--- config.mk ---
export PLATFORM = sky130hd
export DESIGN_NAME = llrc_top
export DESIGN_NICKNAME = d
export VERILOG_FILES = /design/src/design/llrc_top.v /design/src/design/llrc_core_dec.v /design/src/design/llrc_adc_dec.v
export VERILOG_INCLUDE_DIRS = /design/src /design/src/design
export SDC_FILE = /design/constraint.sdc
export NUM_CORES = 1
export LEC_CHECK = 0
export BUFFER_PORTS_ARGS = -buffer_cell sky130_fd_sc_hd__buf_2
export CAP_MARGIN = 20
export CORE_MARGIN = 2
export CORE_UTILIZATION = 44
export DETAILED_ROUTE_END_ITERATION = 10
export GPL_ROUTABILITY_DRIVEN = 0
export HOLD_SLACK_MARGIN = 0.1
export PLACE_DENSITY = 0.73
export SLEW_MARGIN = 20
export SYNTH_ARGS = -nofsm -noshare
export SYNTH_HDL_FRONTEND = slang
export SYNTH_SLANG_ARGS = --single-unit
--- constraint.sdc ---
create_clock -name aclk -period 2.11 [get_ports aclk]
set_input_delay 0.1055 -clock aclk [delete_from_list [all_inputs] [get_ports aclk]]
set_output_delay 0.1055 -clock aclk [all_outputs]
set_load 0.02 [all_outputs]
--- src/design/llrc_regs.vh ---
`ifndef LLRC_REGS_VH
`define LLRC_REGS_VH

// Register indices; byte address is four times the index
`define LLRC_IDX_CORE 10'h009
`define LLRC_IDX_SLEEP 10'h00a
`define LLRC_IDX_ADC_A 10'h01b
`define LLRC_IDX_ADC_B 10'h01c
`define LLRC_IDX_RUN 10'h020
`define LLRC_IDX_STAT 10'h021

// Implemented bits of each register, the rest read as zero
`define LLRC_MASK_CORE 8'h1e
`define LLRC_MASK_SLEEP 8'h1f
`define LLRC_MASK_ADC 8'h23
`define LLRC_MASK_RUN 8'h01

// Reset values: core at 96 kHz, ADC pairs at 96 kHz
`define LLRC_RST_CORE 8'h02
`define LLRC_RST_SLEEP 8'h00
`define LLRC_RST_ADC 8'h00
`define LLRC_RST_RUN 8'h00

// Field positions
`define LLRC_SLOW_HI 4
`define LLRC_SLOW_LO 3
`define LLRC_CFS_HI 2
`define LLRC_CFS_LO 1
`define LLRC_SLEEP_HI 4
`define LLRC_SLEEP_LO 0
`define LLRC_SINC_BIT 5
`define LLRC_AFS_HI 1
`define LLRC_AFS_LO 0
`define LLRC_RUN_BIT 0

// Rates in kHz and slow-rate divisors
`define LLRC_KHZ_NONE 10'h000
`define LLRC_KHZ_96 10'h060
`define LLRC_KHZ_192 10'h0c0
`define LLRC_KHZ_768 10'h300
`define LLRC_DIV_1 4'h1
`define LLRC_DIV_4 4'h4
`define LLRC_DIV_8 4'h8
`define LLRC_DIV_NONE 4'h0
`define LLRC_SLEEP_OFS 5'h02

// Bus answers
`define LLRC_RESP_OKAY 2'h0
`define LLRC_RESP_SLVERR 2'h2

`endif

--- src/design/llrc_top.v ---
// Implementation choice: register access over AXI4-Lite.
`timescale 1ns/1ps
`default_nettype none
`include "llrc_regs.vh"

module llrc_top (
	input wire aclk,
	input wire aresetn,
	input wire [11:0] s_axi_awaddr,
	input wire [2:0] s_axi_awprot,
	input wire s_axi_awvalid,
	output wire s_axi_awready,
	input wire [31:0] s_axi_wdata,
	input wire [3:0] s_axi_wstrb,
	input wire s_axi_wvalid,
	output wire s_axi_wready,
	output reg [1:0] s_axi_bresp,
	output reg s_axi_bvalid,
	input wire s_axi_bready,
	input wire [11:0] s_axi_araddr,
	input wire [2:0] s_axi_arprot,
	input wire s_axi_arvalid,
	output wire s_axi_arready,
	output reg [31:0] s_axi_rdata,
	output reg [1:0] s_axi_rresp,
	output reg s_axi_rvalid,
	input wire s_axi_rready,
	output wire core_run,
	output wire core_rate_valid,
	output wire [9:0] core_rate_khz,
	output wire slow_ratio_valid,
	output wire [3:0] slow_div,
	output wire sleep_en,
	output wire [4:0] sleep_addr,
	output wire sleep_cfg_valid,
	output wire pair_a_sinc_third,
	output wire pair_a_rate_valid,
	output wire [9:0] pair_a_sample_rate,
	output wire pair_b_sinc_third,
	output wire pair_b_rate_valid,
	output wire [9:0] pair_b_sample_rate
);
	// Shadow copies hold what software wrote; active copies feed the core
	reg [7:0] core_sh_q;
	reg [7:0] sleep_sh_q;
	reg [7:0] adc_a_sh_q;
	reg [7:0] adc_b_sh_q;
	reg [7:0] core_act_q;
	reg [7:0] sleep_act_q;
	reg [7:0] adc_a_act_q;
	reg [7:0] adc_b_act_q;
	reg [7:0] run_q;

	reg aw_have_q;
	reg [9:0] aw_idx_q;
	reg w_have_q;
	reg [7:0] w_byte_q;
	reg w_lane_q;

	wire pending;
	wire match_a;
	wire match_b;
	wire do_write;
	wire [9:0] ar_idx;
	reg [31:0] rd_d;
	reg rd_ok_d;

	function is_mapped;
		input [9:0] idx;
		begin
			is_mapped = (idx == `LLRC_IDX_CORE) || (idx == `LLRC_IDX_SLEEP) ||
				(idx == `LLRC_IDX_ADC_A) || (idx == `LLRC_IDX_ADC_B) ||
				(idx == `LLRC_IDX_RUN) || (idx == `LLRC_IDX_STAT);
		end
	endfunction

	// Register index from a byte address; low two bits ignored
	function [9:0] word_idx;
		input [11:0] addr;
		begin
			word_idx = addr[11:2];
		end
	endfunction

	assign core_run = run_q[`LLRC_RUN_BIT];

	// Write address and data are taken in either order, one write at a time
	assign s_axi_awready = !aw_have_q && !s_axi_bvalid;
	assign s_axi_wready = !w_have_q && !s_axi_bvalid;
	assign do_write = aw_have_q && w_have_q && !s_axi_bvalid;
	assign s_axi_arready = !s_axi_rvalid;
	assign ar_idx = word_idx(s_axi_araddr);

	always @(posedge aclk) begin
		if (!aresetn) begin
			aw_have_q <= 1'b0;
			aw_idx_q <= 10'h000;
		end else if (s_axi_awvalid && s_axi_awready) begin
			aw_have_q <= 1'b1;
			aw_idx_q <= word_idx(s_axi_awaddr);
		end else if (do_write) begin
			aw_have_q <= 1'b0;
		end
	end

	always @(posedge aclk) begin
		if (!aresetn) begin
			w_have_q <= 1'b0;
			w_byte_q <= 8'h00;
			w_lane_q <= 1'b0;
		end else if (s_axi_wvalid && s_axi_wready) begin
			w_have_q <= 1'b1;
			w_byte_q <= s_axi_wdata[7:0];
			w_lane_q <= s_axi_wstrb[0];
		end else if (do_write) begin
			w_have_q <= 1'b0;
		end
	end

	always @(posedge aclk) begin
		if (!aresetn) begin
			s_axi_bvalid <= 1'b0;
			s_axi_bresp <= `LLRC_RESP_OKAY;
		end else if (do_write) begin
			s_axi_bvalid <= 1'b1;
			s_axi_bresp <= is_mapped(aw_idx_q) ? `LLRC_RESP_OKAY : `LLRC_RESP_SLVERR;
		end else if (s_axi_bready) begin
			s_axi_bvalid <= 1'b0;
		end
	end

	// Shadow writes with byte lane 0 strobed are taken even while running; the core only sees them when stopped
	always @(posedge aclk) begin
		if (!aresetn) begin
			core_sh_q <= `LLRC_RST_CORE;
			sleep_sh_q <= `LLRC_RST_SLEEP;
			adc_a_sh_q <= `LLRC_RST_ADC;
			adc_b_sh_q <= `LLRC_RST_ADC;
			run_q <= `LLRC_RST_RUN;
		end else if (do_write && w_lane_q) begin
			case (aw_idx_q)
				`LLRC_IDX_CORE: begin
					core_sh_q <= w_byte_q & `LLRC_MASK_CORE;
				end
				`LLRC_IDX_SLEEP: begin
					sleep_sh_q <= w_byte_q & `LLRC_MASK_SLEEP;
				end
				`LLRC_IDX_ADC_A: begin
					adc_a_sh_q <= w_byte_q & `LLRC_MASK_ADC;
				end
				`LLRC_IDX_ADC_B: begin
					adc_b_sh_q <= w_byte_q & `LLRC_MASK_ADC;
				end
				`LLRC_IDX_RUN: begin
					run_q <= w_byte_q & `LLRC_MASK_RUN;
				end
				default: begin
				end
			endcase
		end
	end

	// Frozen while running, so a careless write cannot glitch the core
	always @(posedge aclk) begin
		if (!aresetn) begin
			core_act_q <= `LLRC_RST_CORE;
			sleep_act_q <= `LLRC_RST_SLEEP;
			adc_a_act_q <= `LLRC_RST_ADC;
			adc_b_act_q <= `LLRC_RST_ADC;
		end else if (!core_run) begin
			core_act_q <= core_sh_q;
			sleep_act_q <= sleep_sh_q;
			adc_a_act_q <= adc_a_sh_q;
			adc_b_act_q <= adc_b_sh_q;
		end
	end

	assign pending = (core_sh_q != core_act_q) || (sleep_sh_q != sleep_act_q) ||
		(adc_a_sh_q != adc_a_act_q) || (adc_b_sh_q != adc_b_act_q);

	llrc_core_dec u_core_dec (
		.aclk(aclk),
		.aresetn(aresetn),
		.core_reg(core_act_q),
		.sleep_reg(sleep_act_q),
		.core_rate_valid(core_rate_valid),
		.core_rate_khz(core_rate_khz),
		.slow_ratio_valid(slow_ratio_valid),
		.slow_div(slow_div),
		.sleep_en(sleep_en),
		.sleep_addr(sleep_addr),
		.sleep_cfg_valid(sleep_cfg_valid)
	);

	llrc_adc_dec u_adc_a_dec (
		.aclk(aclk),
		.aresetn(aresetn),
		.adc_reg(adc_a_act_q),
		.sinc_third(pair_a_sinc_third),
		.rate_valid(pair_a_rate_valid),
		.rate_khz(pair_a_sample_rate)
	);

	llrc_adc_dec u_adc_b_dec (
		.aclk(aclk),
		.aresetn(aresetn),
		.adc_reg(adc_b_act_q),
		.sinc_third(pair_b_sinc_third),
		.rate_valid(pair_b_rate_valid),
		.rate_khz(pair_b_sample_rate)
	);

	// Codes differ between fields, so compare frequencies, not codes
	assign match_a = core_rate_valid && pair_a_rate_valid &&
		(core_rate_khz == pair_a_sample_rate);
	assign match_b = core_rate_valid && pair_b_rate_valid &&
		(core_rate_khz == pair_b_sample_rate);

	always @* begin
		rd_d = 32'h00000000;
		rd_ok_d = 1'b1;
		case (ar_idx)
			`LLRC_IDX_CORE: begin
				rd_d = {24'h000000, core_sh_q};
			end
			`LLRC_IDX_SLEEP: begin
				rd_d = {24'h000000, sleep_sh_q};
			end
			`LLRC_IDX_ADC_A: begin
				rd_d = {24'h000000, adc_a_sh_q};
			end
			`LLRC_IDX_ADC_B: begin
				rd_d = {24'h000000, adc_b_sh_q};
			end
			`LLRC_IDX_RUN: begin
				rd_d = {24'h000000, run_q};
			end
			`LLRC_IDX_STAT: begin
				rd_d = {23'h000000, match_b, match_a, pair_b_rate_valid,
					pair_a_rate_valid, sleep_cfg_valid, slow_ratio_valid,
					core_rate_valid, pending, core_run};
			end
			default: begin
				rd_ok_d = 1'b0;
			end
		endcase
	end

	always @(posedge aclk) begin
		if (!aresetn) begin
			s_axi_rvalid <= 1'b0;
			s_axi_rdata <= 32'h00000000;
			s_axi_rresp <= `LLRC_RESP_OKAY;
		end else if (s_axi_arvalid && s_axi_arready) begin
			s_axi_rvalid <= 1'b1;
			s_axi_rdata <= rd_d;
			s_axi_rresp <= rd_ok_d ? `LLRC_RESP_OKAY : `LLRC_RESP_SLVERR;
		end else if (s_axi_rready) begin
			s_axi_rvalid <= 1'b0;
		end
	end
endmodule
`default_nettype wire

--- src/design/llrc_core_dec.v ---
`timescale 1ns/1ps
`default_nettype none
`include "llrc_regs.vh"

module llrc_core_dec (
	input wire aclk,
	input wire aresetn,
	input wire [7:0] core_reg,
	input wire [7:0] sleep_reg,
	output reg core_rate_valid,
	output reg [9:0] core_rate_khz,
	output reg slow_ratio_valid,
	output reg [3:0] slow_div,
	output reg sleep_en,
	output reg [4:0] sleep_addr,
	output reg sleep_cfg_valid
);
	wire [1:0] cfs = core_reg[`LLRC_CFS_HI:`LLRC_CFS_LO];
	wire [1:0] ratio = core_reg[`LLRC_SLOW_HI:`LLRC_SLOW_LO];
	wire [4:0] n = sleep_reg[`LLRC_SLEEP_HI:`LLRC_SLEEP_LO];

	always @(posedge aclk) begin
		if (!aresetn) begin
			core_rate_valid <= 1'b0;
			core_rate_khz <= `LLRC_KHZ_NONE;
			slow_ratio_valid <= 1'b0;
			slow_div <= `LLRC_DIV_NONE;
			sleep_en <= 1'b0;
			sleep_addr <= 5'h00;
			sleep_cfg_valid <= 1'b0;
		end else begin
			case (cfs)
				2'h1: core_rate_khz <= `LLRC_KHZ_96;
				2'h2: core_rate_khz <= `LLRC_KHZ_192;
				2'h3: core_rate_khz <= `LLRC_KHZ_768;
				default: core_rate_khz <= `LLRC_KHZ_NONE;
			endcase
			core_rate_valid <= (cfs != 2'h0);
			case (ratio)
				2'h0: slow_div <= `LLRC_DIV_1;
				2'h1: slow_div <= `LLRC_DIV_4;
				2'h2: slow_div <= `LLRC_DIV_8;
				default: slow_div <= `LLRC_DIV_NONE;
			endcase
			slow_ratio_valid <= (ratio != 2'h3);
			// Reserved count 1 neither sleeps nor reports valid
			sleep_en <= (n >= `LLRC_SLEEP_OFS);
			sleep_addr <= (n >= `LLRC_SLEEP_OFS) ? n - `LLRC_SLEEP_OFS : 5'h00;
			sleep_cfg_valid <= (n != 5'h01);
		end
	end
endmodule
`default_nettype wire

--- src/design/llrc_adc_dec.v ---
`timescale 1ns/1ps
`default_nettype none
`include "llrc_regs.vh"

module llrc_adc_dec (
	input wire aclk,
	input wire aresetn,
	input wire [7:0] adc_reg,
	output reg sinc_third,
	output reg rate_valid,
	output reg [9:0] rate_khz
);
	wire [1:0] fs = adc_reg[`LLRC_AFS_HI:`LLRC_AFS_LO];

	always @(posedge aclk) begin
		if (!aresetn) begin
			sinc_third <= 1'b0;
			rate_valid <= 1'b0;
			rate_khz <= `LLRC_KHZ_NONE;
		end else begin
			sinc_third <= adc_reg[`LLRC_SINC_BIT];
			case (fs)
				2'h0: rate_khz <= `LLRC_KHZ_96;
				2'h1: rate_khz <= `LLRC_KHZ_192;
				2'h2: rate_khz <= `LLRC_KHZ_768;
				default: rate_khz <= `LLRC_KHZ_NONE;
			endcase
			rate_valid <= (fs != 2'h3);
		end
	end
endmodule
`default_nettype wire

# Word level (Yosys, flattened, before mapping)
# Cells that the tools add are included.
[op_classes]
addsub = 1
order_cmp = 1
eq_ne = 31
n_mux = 15
n_reduce_logical = 39
[ops]
columns = ["op", "n"]
rows = [
  ["10-bit one-hot mux with 3 select lines", 3],
  ["9-bit one-hot mux with 6 select lines", 1],
  ["10-bit by 4-bit == test with 1-bit output, second input constant", 4],
  ["10-bit by 5-bit == test with 1-bit output, second input constant", 4],
  ["10-bit by 6-bit == test with 1-bit output, second input constant", 4],
  ["10-bit == test", 2],
  ["1-bit logical AND", 12],
  ["4-bit one-hot mux with 3 select lines", 1],
  ["2-bit AND reduction", 6],
  ["2-bit == test, second input constant", 5],
  ["2-bit nonzero test", 5],
  ["2-bit by 1-bit == test with 1-bit output, second input constant", 4],
  ["1-bit logical OR", 8],
  ["1-bit two-way mux", 8],
  ["2-bit logical NOT", 3],
  ["2-bit != test, second input constant", 3],
  ["3-bit != test", 2],
  ["6-bit OR reduction", 1],
  ["5-bit by 2-bit greater-or-equal comparator with 1-bit output, second input constant", 1],
  ["5-bit by 1-bit != test with 1-bit output, second input constant", 1],
  ["5-bit != test", 1],
  ["5-bit by 2-bit subtractor with 5-bit output, second input constant", 1],
  ["1-bit logical NOT", 4],
  ["2-bit two-way mux", 2],
  ["4-bit != test", 1],
]
[totals]
ff_bits = 135
inputBits = 73
output_inout_bits = 89

# Longest topological paths before layout
# Gate-level depths: netlist of run 1.
[logic_depth]
ltp_word = 7
mapped_depth = 6
depth_no_buf = 6

# Cells and area by module
# From an unflattened synthesis of run 1, not the netlist that was laid out.
[unflattened]
cells_unflattened = 484
hier_area_um2 = 4484.3
[by_module_without_submodules]
columns = ["module", "instances", "cells_per_inst", "area_each_um2", "seq_area_each_um2"]
rows = [
  ["llrc_top", 1, 389, 3418.3, 1261.2],
  ["llrc_core_dec", 1, 57, 623.1, 320.3],
  ["llrc_adc_dec", 2, 19, 221.5, 120.1],
]

# Worst setup path after synthesis of run 1
# No wires, ideal clock.
[synth_path]
kind = "flip-flop to flip-flop"
from = "reg aw_idx_q[6]"
to = "reg core_sh_q[1]"
setup_time_ps = 126
arrival_time_ps = 1915
path_slack_ps = 69
stages_incl_launch_ff = 6
path_buffers = 0
synth_period_minus_slack_ps = 2041
cell_sequence = "dfxtp_1 or4_4 or4_4 nor4_4 mux2i_1 nand2_1"
[synth_via]
elab_chain_cells = 2
[synth_lines]
columns = ["item", "line_no", "rtl"]
rows = [
  ["start, declared", "llrc_top.v:55", "reg [9:0] aw_idx_q;"],
  ["start signal, assigned", "llrc_top.v:100", "aw_idx_q <= word_idx(s_axi_awaddr);"],
  ["10-bit by 4-bit == test with 1-bit output", "llrc_top.v:141", "case (aw_idx_q)"],
  ["2-bit AND reduction (no line)", "n/a", ""],
  ["end signal, assigned", "llrc_top.v:135", "core_sh_q <= `LLRC_RST_CORE;"],
  ["end signal, assigned", "llrc_top.v:143", "core_sh_q <= w_byte_q & `LLRC_MASK_CORE;"],
  ["end, declared", "llrc_top.v:44", "reg [7:0] core_sh_q;"],
]
# Every way passes these cells.
# A chain may end at the register's enable or synchronous reset.

# Worst setup path in the final report of run 1
# Same ends and word-level chain as after synthesis.

==> results.ini, run 1 <==
[status]
status = completed

[cts]
cts_inserted_buffers = 9
cts_root_buf = clkbuf_8
ctsResizeCount = 0
cts_setup_buffers = 0
clock_latency_ps = 350
clk_pin_slew_ps = 90
cts_tree = yes
cts.sinks = 91
htree_levels = 3
clock_tree.buffer_depth = 2

[critical_path]
critPathMaxFanout = 4
required_ps = 2350
ff2ff_setup_slack_ps = 90
critPathKind = flop to flop
arrival_ps = 2260
worst_r2r_path_depth = 6
cp-end-kind = flop
start_kind = flop

[global_route]
grt_pass1_wl_microns = 13700
grt_pass1_vias = 2866
grt_max_degree = 42
grt-ovfl-total = 0
grt_antenna_before_repair = 0
grt_util_all_layers = 0.167

[floorplanning]
start_util = 0.453
rows = 35
die_width_microns = 102
core_sq_um = 9240
die_h_microns = 102
io_pins = 162
dieArea_sq_um = 10300

[sta]
slew_headroom = 0.585
fin_crit_ps = 2020
tightest_slew_ps = 614
fin_setup_tns_ps = 0
finalSetupViolCount = 0
slew_viol_final = 0
finalHoldViolations = 0
fmax_mhz = 495
fin_crit_sh = 0.957
skew_ps = 9.56
grt_setup_unrepaired = yes

[drt]
postRouteAntennaNets = 0
drc_errors = 0
drtPass1Iterations = 5
routed_wl_microns = 8310
wl_per_cell_microns = 12.4
avgViaCountPerCell = 4.70
drtIter0Drc = 123
vias = 3153

[synth]
ys.flop_type = dfxtp_1
synth_area_sq_um = 4190
yosysSeqAreaShare = 0.435
yosysUniqueCellTypes = 45
ys_warn_count = 0
synth-seq-cells = 91
syn_inst = 439
synth_async_sr_flop_share = 0
syn_area_per_cell_sq_um = 9.53
synth_edf_count = 0

[final_layout]
fin_nets = 615
layout-drive-gt1-share = 0.201
design_area_sq_um = 4950
area_growth_pct = 18.3
n_fill_cell = 839
insertedDiodeCount = 0

[placed_design]
place_area_sq_um = 4560
dp_hpwl_microns = 6130
portBuffers = 81

[hold_path]
hp-class = input port to flop
hold_depth = 3

[power_and_ir_drop]
ir_drop_uv = 436
leakagePower_nw = 2.13
power.density_nw_per_um2 = 658

[flow_run]
maxCapViolations = 0

## kinds of logic (layout without fill, tap and decap cells)
logic type      Yosys count  in the layout  synth area share
simple gates            154            154             0.207
flops                    91             91             0.435
buf+inv                  70            133             0.102
compound gates           55             55            0.0963
mux                      37             37            0.0885
xor+xnor                 26             26            0.0544
fa+ha+maj                 5              5            0.0149
other cells               1             41          0.000896
## routing by layer
metal | wire (microns) | track usage | share of wire | vias to the layer above
li1 | - | - | - | 1596
met1 | 4000 | 0.221 | 0.48 | 1436
met2 | 3760 | 0.267 | 0.45 | 111
met3 | 434 | 0.0386 | 0.052 | 10
met4 | 115 | 0.0561 | 0.014 | 0
met5 | 0 | 0 | 0 | -
## critical path: stages, from the launching register on
cell	delay, ps
dfxtp_1	320
or4_4	550
or4_4	460
nor4_4	150
buf_4	180
mux2i_1	180
nand2_1	60
## path summary, 6_finish.rpt
path	from	end
setup / recovery	aw_idx_q[6]$_SDFFE_PN0P_	core_sh_q[1]$_SDFFE_PN1P_
hold / removal	aresetn	u_adc_b_dec.rate_khz[8]$_SDFF_PN0_
setup reg to reg	aw_idx_q[6]$_SDFFE_PN0P_	core_sh_q[1]$_SDFFE_PN1P_
hold reg to reg	s_axi_rdata[6]$_SDFFE_PN0P_	s_axi_rdata[6]$_SDFFE_PN0P_
## registers in the layout (all words and copies together) (netlist names), 3 cells and up
register and flops:
sleep_sh_q 5, sleep_act_q 5, w_byte_q 6, s_axi_rdata 9
core_act_q 4, u_core_dec.slow_div 3, adc_a_sh_q 3, adc_b_sh_q 3
core_sh_q 4, u_core_dec.sleep_addr 5, u_adc_b_dec.rate_khz 4, u_adc_a_dec.rate_khz 4
aw_idx_q 10, adc_a_act_q 3, u_core_dec.core_rate_khz 4, adc_b_act_q 3
## through the flow
step / power (W) / setup slack (ps) / hold slack (ps) / util / std cells
after floorplan: 0.00213 / 69.2 / 243 / - / 479
after global placement: 0.00215 / 12.5 / 352 / 0.494 / 635
after detailed placement: 0.00216 / 4.15 / 363 / 0.494 / 635
after CTS: 0.00329 / 76.1 / 187 / 0.536 / 671
after global routing: 0.00341 / -38.4 / 226 / 0.536 / 671
final: 0.00326 / 90.6 / 185 / 0.536 / 671
## report_power, final
group	switching (W)	total [W]	leakage, nW	internal (W)
Combinational	0.000207	0.000349	1.29	0.000142
Sequential	0.0000434	0.00180	0.741	0.00176
Clock	0.000608	0.00111	0.0997	0.000497
Total	0.000859	0.00326	2.13	0.00240
## synth_stat cells (all sizes together) (5+ instances only)
cell | count | area [sq um]
a21boi | 18 | 135
a22o | 5 | 43.8
a22oi | 7 | 52.6
and2 | 11 | 68.8
buf | 45 | 334
clkbuf | 17 | 63.8
dfxtp | 91 | 1820
ha | 5 | 62.6
inv | 8 | 30.0
mux2i | 37 | 370
nand2 | 41 | 154
nand3 | 6 | 30.0
nand4 | 5 | 31.3
nor2 | 13 | 48.8
nor2b | 49 | 307
nor3b | 5 | 37.5
o21ai | 7 | 35.0
xnor2 | 20 | 175
xor2 | 6 | 52.6
## cell type report
type	count	area, sq um	share of cell area
clock buffers	11	151	0.0306
clock inverters	5	36.3	0.00733
inverters	8	30.0	0.00606
multi-input cells	318	2090	0.421
flip-flops and latches	91	1820	0.368
well taps	129	161	0.0326
repair buffers	109	666	0.134
## cell usage in the layout, fill, tap and decap left out, types with 2 or more instances in the layout
cell type / Yosys / final
a21boi_0: 18 / 18
a21oi_1: 4 / 4
a22o_1: 5 / 5
a22oi_1: 7 / 7
a32oi_1: 2 / 2
and2_1: 11 / 11
and3_1: 4 / 4
and3b_1: 3 / 3
buf_2: 0 / 81
buf_4: 44 / 8
clkbuf_8: 0 / 11
clkinv_2: 0 / 2
clkinv_4: 0 / 2
conb_1: 1 / 41
dfxtp_1: 91 / 91
dlygate4sd3_1: 0 / 20
ha_1: 5 / 5
inv_1: 8 / 8
mux2i_1: 37 / 37
nand2_1: 41 / 41
nand2b_1: 3 / 3
nand3_1: 6 / 6
nand3b_1: 2 / 2
nand4_1: 5 / 5
nor2_1: 13 / 13
nor2b_1: 49 / 49
nor3_1: 3 / 3
nor3b_1: 5 / 5
nor4_1: 3 / 3
o21ai_0: 7 / 7
o311ai_0: 2 / 2
or4_4: 2 / 2
xnor2_1: 20 / 20
xor2_1: 6 / 6
## repair_timing
item	CTS	global route
pin swaps	1	0
setup endpoints to repair	4	2
hold buffers	20	0
endpoints found under the hold margin	19	0
No activity file was read; power rests on OpenSTA's default activity.
==> inputs of run 2 (changes only) <==
Settings changed: SETUP_SLACK_MARGIN set to 0.1.
==> results.ini, run 2 (synthesized netlist as in run 1, its figures left out) <==
[final_layout]
reg_top3 = aw_idx_q (10), s_axi_rdata (9), w_byte_q (6)
fin_nets = 619
finish.utilization = 0.541
largest_reg_flops = 10
final_common_cell = dfxtp_1
insertedDiodeCount = 0
mostFrequentLayoutCells = 90 x dfxtp_1, 81 x buf_2, 49 x nor2b_1
area_growth_pct = 19.4
largest-register = aw_idx_q
layout-drive-gt1-share = 0.207
design_area_sq_um = 5000

[drt]
drtPass1Iterations = 4
routed_wl_microns = 8440
postRouteAntennaNets = 0
drtIter0Drc = 109
vias = 3211
drc_errors = 0
wl_per_cell_microns = 12.5
avgViaCountPerCell = 4.76

[sta]
finalSetupViolCount = 0
grt_setup_unrepaired = yes
skew_ps = 11.9
slew_viol_final = 0
fin_setup_tns_ps = 0
fin_crit_sh = 0.954
fmax_mhz = 497
setup_slack_ps = 97.3
finalHoldViolations = 0
fin_crit_ps = 2010

[power_and_ir_drop]
finalPower_w = 0.00331
power.density_nw_per_um2 = 662
ir_drop_uv = 259
leakagePower_nw = 2.14

[global_route]
grt_antenna_before_repair = 0
grt_max_degree = 31
grt-ovfl-total = 0
grt_pass1_vias = 3007
grt_pass1_wl_microns = 13900
grt_util_all_layers = 0.168

[cts]
clock_tree.buffer_depth = 2
cts.sinks = 91
clk_pin_slew_ps = 90
htree_levels = 3
cts_root_buf = clkbuf_8
clock_latency_ps = 360
cts_tree = yes
cts_inserted_buffers = 9

[floorplanning]
die_h_microns = 102
start_util = 0.453
dieArea_sq_um = 10300
core_sq_um = 9240
io_pins = 162
rows = 35
die_width_microns = 102

[critical_path]
start_kind = flop
arrival_ps = 2270
path_buf_inv = 1
required_ps = 2360
critPathMaxFanout = 4
cp_slowest_cell = or4_4
max_stage_delay_ps = 530
critPathKind = flop to flop
path_cells = or4_4 > or4_4 > nor4_4 > buf_4 > mux2i_1 > nand2_1
cp_common_cell = or4_4
cp-end-kind = flop
cpLargestDelayFamily = simple AND/OR/NAND/NOR gates

[placed_design]
dp_hpwl_microns = 6270
place_area_sq_um = 4570
portBuffers = 81
place_ws_ps = 6.86

[status]
status = completed

[hold_path]
hp-class = input port to flop

[flow_run]
maxCapViolations = 0

## run 2: metrics by stage
step	std cells	hold slack, ps
finish	674	173
global route	674	207
CTS	673	160
detailed placement	636	359
global placement	636	353
floorplan	479	243
## run 2: where the power goes
part | switching [W] | leakage [nW] | internal (W) | total, W
logic | 0.000209 | 1.31 | 0.000148 | 0.000357
registers | 0.0000437 | 0.742 | 0.00176 | 0.00180
clock network | 0.000606 | 0.0913 | 0.000542 | 0.00115
## run 2: cell type report
type,instances,area [sq um]
fill,825,4240
multi-input combinational,318,2090
sequential,91,1820
timing repair buffer,113,698
tap,129,161
clock buffer,9,124
clock inverter,6,67.6
inverter,8,30.0
## run 2: metal layers
metal  vias to the layer above  global-route usage  share of wire
met2                       114               0.272           0.45
met5                         -                   0              0
met1                      1477               0.222           0.47
met4                         0              0.0655          0.018
li1                       1607                   -              -
met3                        13              0.0331          0.056
## run 2: final timing paths
kind	slack, ps	endpoint	cells after the start	from
setup / recovery	100	core_sh_q[1]$_SDFFE_PN1P_	6	aw_idx_q[6]$_SDFFE_PN0P_
hold / removal	170	u_adc_a_dec.rate_valid$_SDFF_PN0_	2	aresetn
setup reg to reg	100	core_sh_q[1]$_SDFFE_PN1P_	6	aw_idx_q[6]$_SDFFE_PN0P_
hold reg to reg	460	s_axi_rdata[6]$_SDFFE_PN0P_	2	s_axi_rdata[6]$_SDFFE_PN0P_
## run 2: repair_timing
action                     CTS  global route
setup endpoints to repair    7            12
hold endpoints to repair    20             0
hold buffers                21             0
buffers inserted             1             1
gates resized for setup      1             1
pin swaps                    1             2
cloned                       0             0
==> inputs of run 3 (changes only) <==
Settings changed: ABC_AREA set to 1, CORE_UTILIZATION 44 to 45, PLACE_DENSITY 0.73 to 0.74.
==> results.ini, run 3 <==
[cts]
clk_pin_slew_ps = 80
cts.sinks = 91
ctsResizeCount = 0
cts_root_buf = clkbuf_8
clock_tree.buffer_depth = 2
cts_tree = yes
clock_latency_ps = 360
cts_inserted_buffers = 9
cts_setup_buffers = 0
hold_buffers = 19
htree_levels = 3

[hold_path]
hold_depth = 4
holdPathEnd = s_axi_rdata[5]$_SDFFE_PN0P_
hold_start = s_axi_arvalid
hp-class = input port to flop

[sta]
fin_crit_ps = 1620
skew_ps = 9.22
finalHoldViolations = 0
fmax_mhz = 615
grt_setup_unrepaired = no
fin_setup_tns_ps = 0
slew_headroom = 0.624
fin_crit_sh = 0.770
tightest_slew_ps = 564
slew_viol_final = 0
finalSetupViolCount = 0
holdWs_ps = 159

[critical_path]
cp_slowest_cell = dfxtp_1
start_kind = flop
worst_r2r_path_depth = 8
ff2ff_setup_slack_ps = 490
cp_common_cell = nand2_1
r2r-end = core_sh_q[3]$_SDFFE_PN0P_
required_ps = 2350
critPathKind = flop to flop
critPathMaxFanout = 8
max_stage_delay_ps = 330
arrival_ps = 1870
path_cells = inv_1 > nand2_1 > nor2_1 > nand3_1 > nor3_2 > nand2_1 > o21ai_0 > a21oi_1
r2r-start = aw_idx_q[2]$_SDFFE_PN0P_
cp-end-kind = flop

[synth]
synth-seq-cells = 91
yosys.area.top_type = dfxtp_1
ys_warn_count = 0
synth_async_sr_flop_share = 0
synth_area_leaders = dfxtp_1 42%, nand2_1 9.9%, buf_4 7.6%
yosysMostFrequentCell = nand2_1
synth_edf_count = 0
synth_top_area_share = 0.420
yosys-top-cells-count = 114 x nand2_1, 91 x dfxtp_1, 70 x inv_1, 70 x nor2_1, 51 x a21oi_1
synth_area_sq_um = 4340
syn_inst = 596
ys.flop_type = dfxtp_1
yosysSeqAreaShare = 0.420
yosysUniqueCellTypes = 34
syn_area_per_cell_sq_um = 7.28

[floorplanning]
dieArea_sq_um = 10400
core_sq_um = 9280
io_pins = 162
start_util = 0.467
rows = 35
die_width_microns = 102
die_h_microns = 102

[drt]
drc_errors = 0
drtIter0Drc = 151
vias = 3846
drtPass1Iterations = 4
avgViaCountPerCell = 4.66
wl_per_cell_microns = 11.5
routed_wl_microns = 9520
postRouteAntennaNets = 0

[global_route]
grt-ovfl-total = 0
grt_max_degree = 58
grt_pass1_wl_microns = 15500
grt_antenna_before_repair = 0
grt_pass1_vias = 3565
grt_util_all_layers = 0.186

[final_layout]
area_growth_pct = 17.3
mostFrequentLayoutCells = 114 x nand2_1, 91 x dfxtp_1, 81 x buf_2
reg_top3 = aw_idx_q (10), s_axi_rdata (9), w_byte_q (6)
largest_reg_flops = 10
largest-register = aw_idx_q
fin_cells = 826
n_fill_cell = 890
insertedDiodeCount = 0
fin_nets = 771
layout-drive-gt1-share = 0.192
design_area_sq_um = 5090
final_common_cell = nand2_1

[placed_design]
portBuffers = 81
dp_hpwl_microns = 7120
place_area_sq_um = 4690
dp.cells = 792

[power_and_ir_drop]
leakagePower_nw = 2.43
ir_drop_uv = 383
power_frac_seq = 0.524
pwr-share-clk = 0.361
switching_share = 0.260
switching_power_w = 0.000894
p_int_w = 0.00255
power.density_nw_per_um2 = 677
combinationalPowerShare = 0.115

[flow_run]
maxCapViolations = 0

[status]
status = completed

[run 3: cell count changes in the layout (fill, tap and decap cells not counted), moves of 17 or more]
cell      previous run  this run
nand2_1             41       114
inv_1                8        70
nor2_1              13        70
nor2b_1             49         0
o21ai_0              7        49
xnor2_1             20         3
mux2i_1             37         0
a21oi_1              4        51
a21boi_0            18         0
[run 3: layout make-up]
cell class / count / area [sq um] / share of cell area
inverter: 75 / 282 / 0.0553
timing repair buffer: 104 / 626 / 0.123
clock buffer: 10 / 128 / 0.0251
tap: 129 / 161 / 0.0317
sequential: 91 / 1820 / 0.358
multi-input combinational: 412 / 1990 / 0.391
clock inverter: 5 / 78.8 / 0.0155
[run 3: power groups by stage]
stage | clock network (W) | logic (W) | registers, W
finish | 0.00125 | 0.000396 | 0.00180
global route | 0.00133 | 0.000444 | 0.00181
CTS | 0.00127 | 0.000395 | 0.00180
detailed placement | 0 | 0.000368 | 0.00184
global placement | 0 | 0.000360 | 0.00184
floorplan | 0 | 0.000304 | 0.00186
[run 3: worst max-delay path by stage]
| stage | startpoint | end | slack (ps) | depth (start not counted) |
|---|---|---|---|---|
| after floorplan | s_axi_bvalid$_SDFFE_PN0P_ | aw_idx_q[6]$_SDFFE_PN0P_ | 640 | 5 |
| after global placement | s_axi_araddr[11] | s_axi_rdata[3]$_SDFFE_PN0P_ | 580 | 10 |
| after detailed placement | aw_idx_q[2]$_SDFFE_PN0P_ | core_sh_q[3]$_SDFFE_PN0P_ | 510 | 8 |
| after CTS | aw_idx_q[2]$_SDFFE_PN0P_ | core_sh_q[3]$_SDFFE_PN0P_ | 490 | 8 |
| after global routing | aw_idx_q[2]$_SDFFE_PN0P_ | core_sh_q[2]$_SDFFE_PN0P_ | 340 | 8 |
| final | aw_idx_q[2]$_SDFFE_PN0P_ | core_sh_q[3]$_SDFFE_PN0P_ | 490 | 8 |
[run 3: cells by family after synthesis]
group           after synthesis  synth area share
simple gates                249             0.262
fa+ha+maj                     5            0.0144
buf+inv                     133             0.155
flops                        91             0.420
other cells                   1          0.000865
compound gates              112             0.137
xor+xnor                      5            0.0101
[run 3: metrics by stage]
| stage | setup slack, ps | util | power (W) |
|---|---|---|---|
| 2_1_floorplan | 641 | - | 0.00216 |
| 3_3_place_gp | 576 | 0.505 | 0.00220 |
| 3_5_place_dp | 512 | 0.505 | 0.00221 |
| 4_1_cts | 491 | 0.548 | 0.00347 |
| 5_1_grt | 339 | 0.548 | 0.00359 |
| 6_report | 485 | 0.548 | 0.00345 |
[run 3: metal layers]
layer	GRT usage	share of wire	up-vias
li1	-	-	2001
met1	0.227	0.46	1730
met2	0.325	0.48	100
met3	0.0335	0.039	15
met4	0.0738	0.022	0
met5	0	0	-
[run 3: worst max-delay path: cells and delay by family (launching register included)]
family	cells	cell delay (ps)
DFF	1	330
AOI/OAI and AO/OA	2	370
buffers and inverters	1	70
and+or+nand+nor	5	740
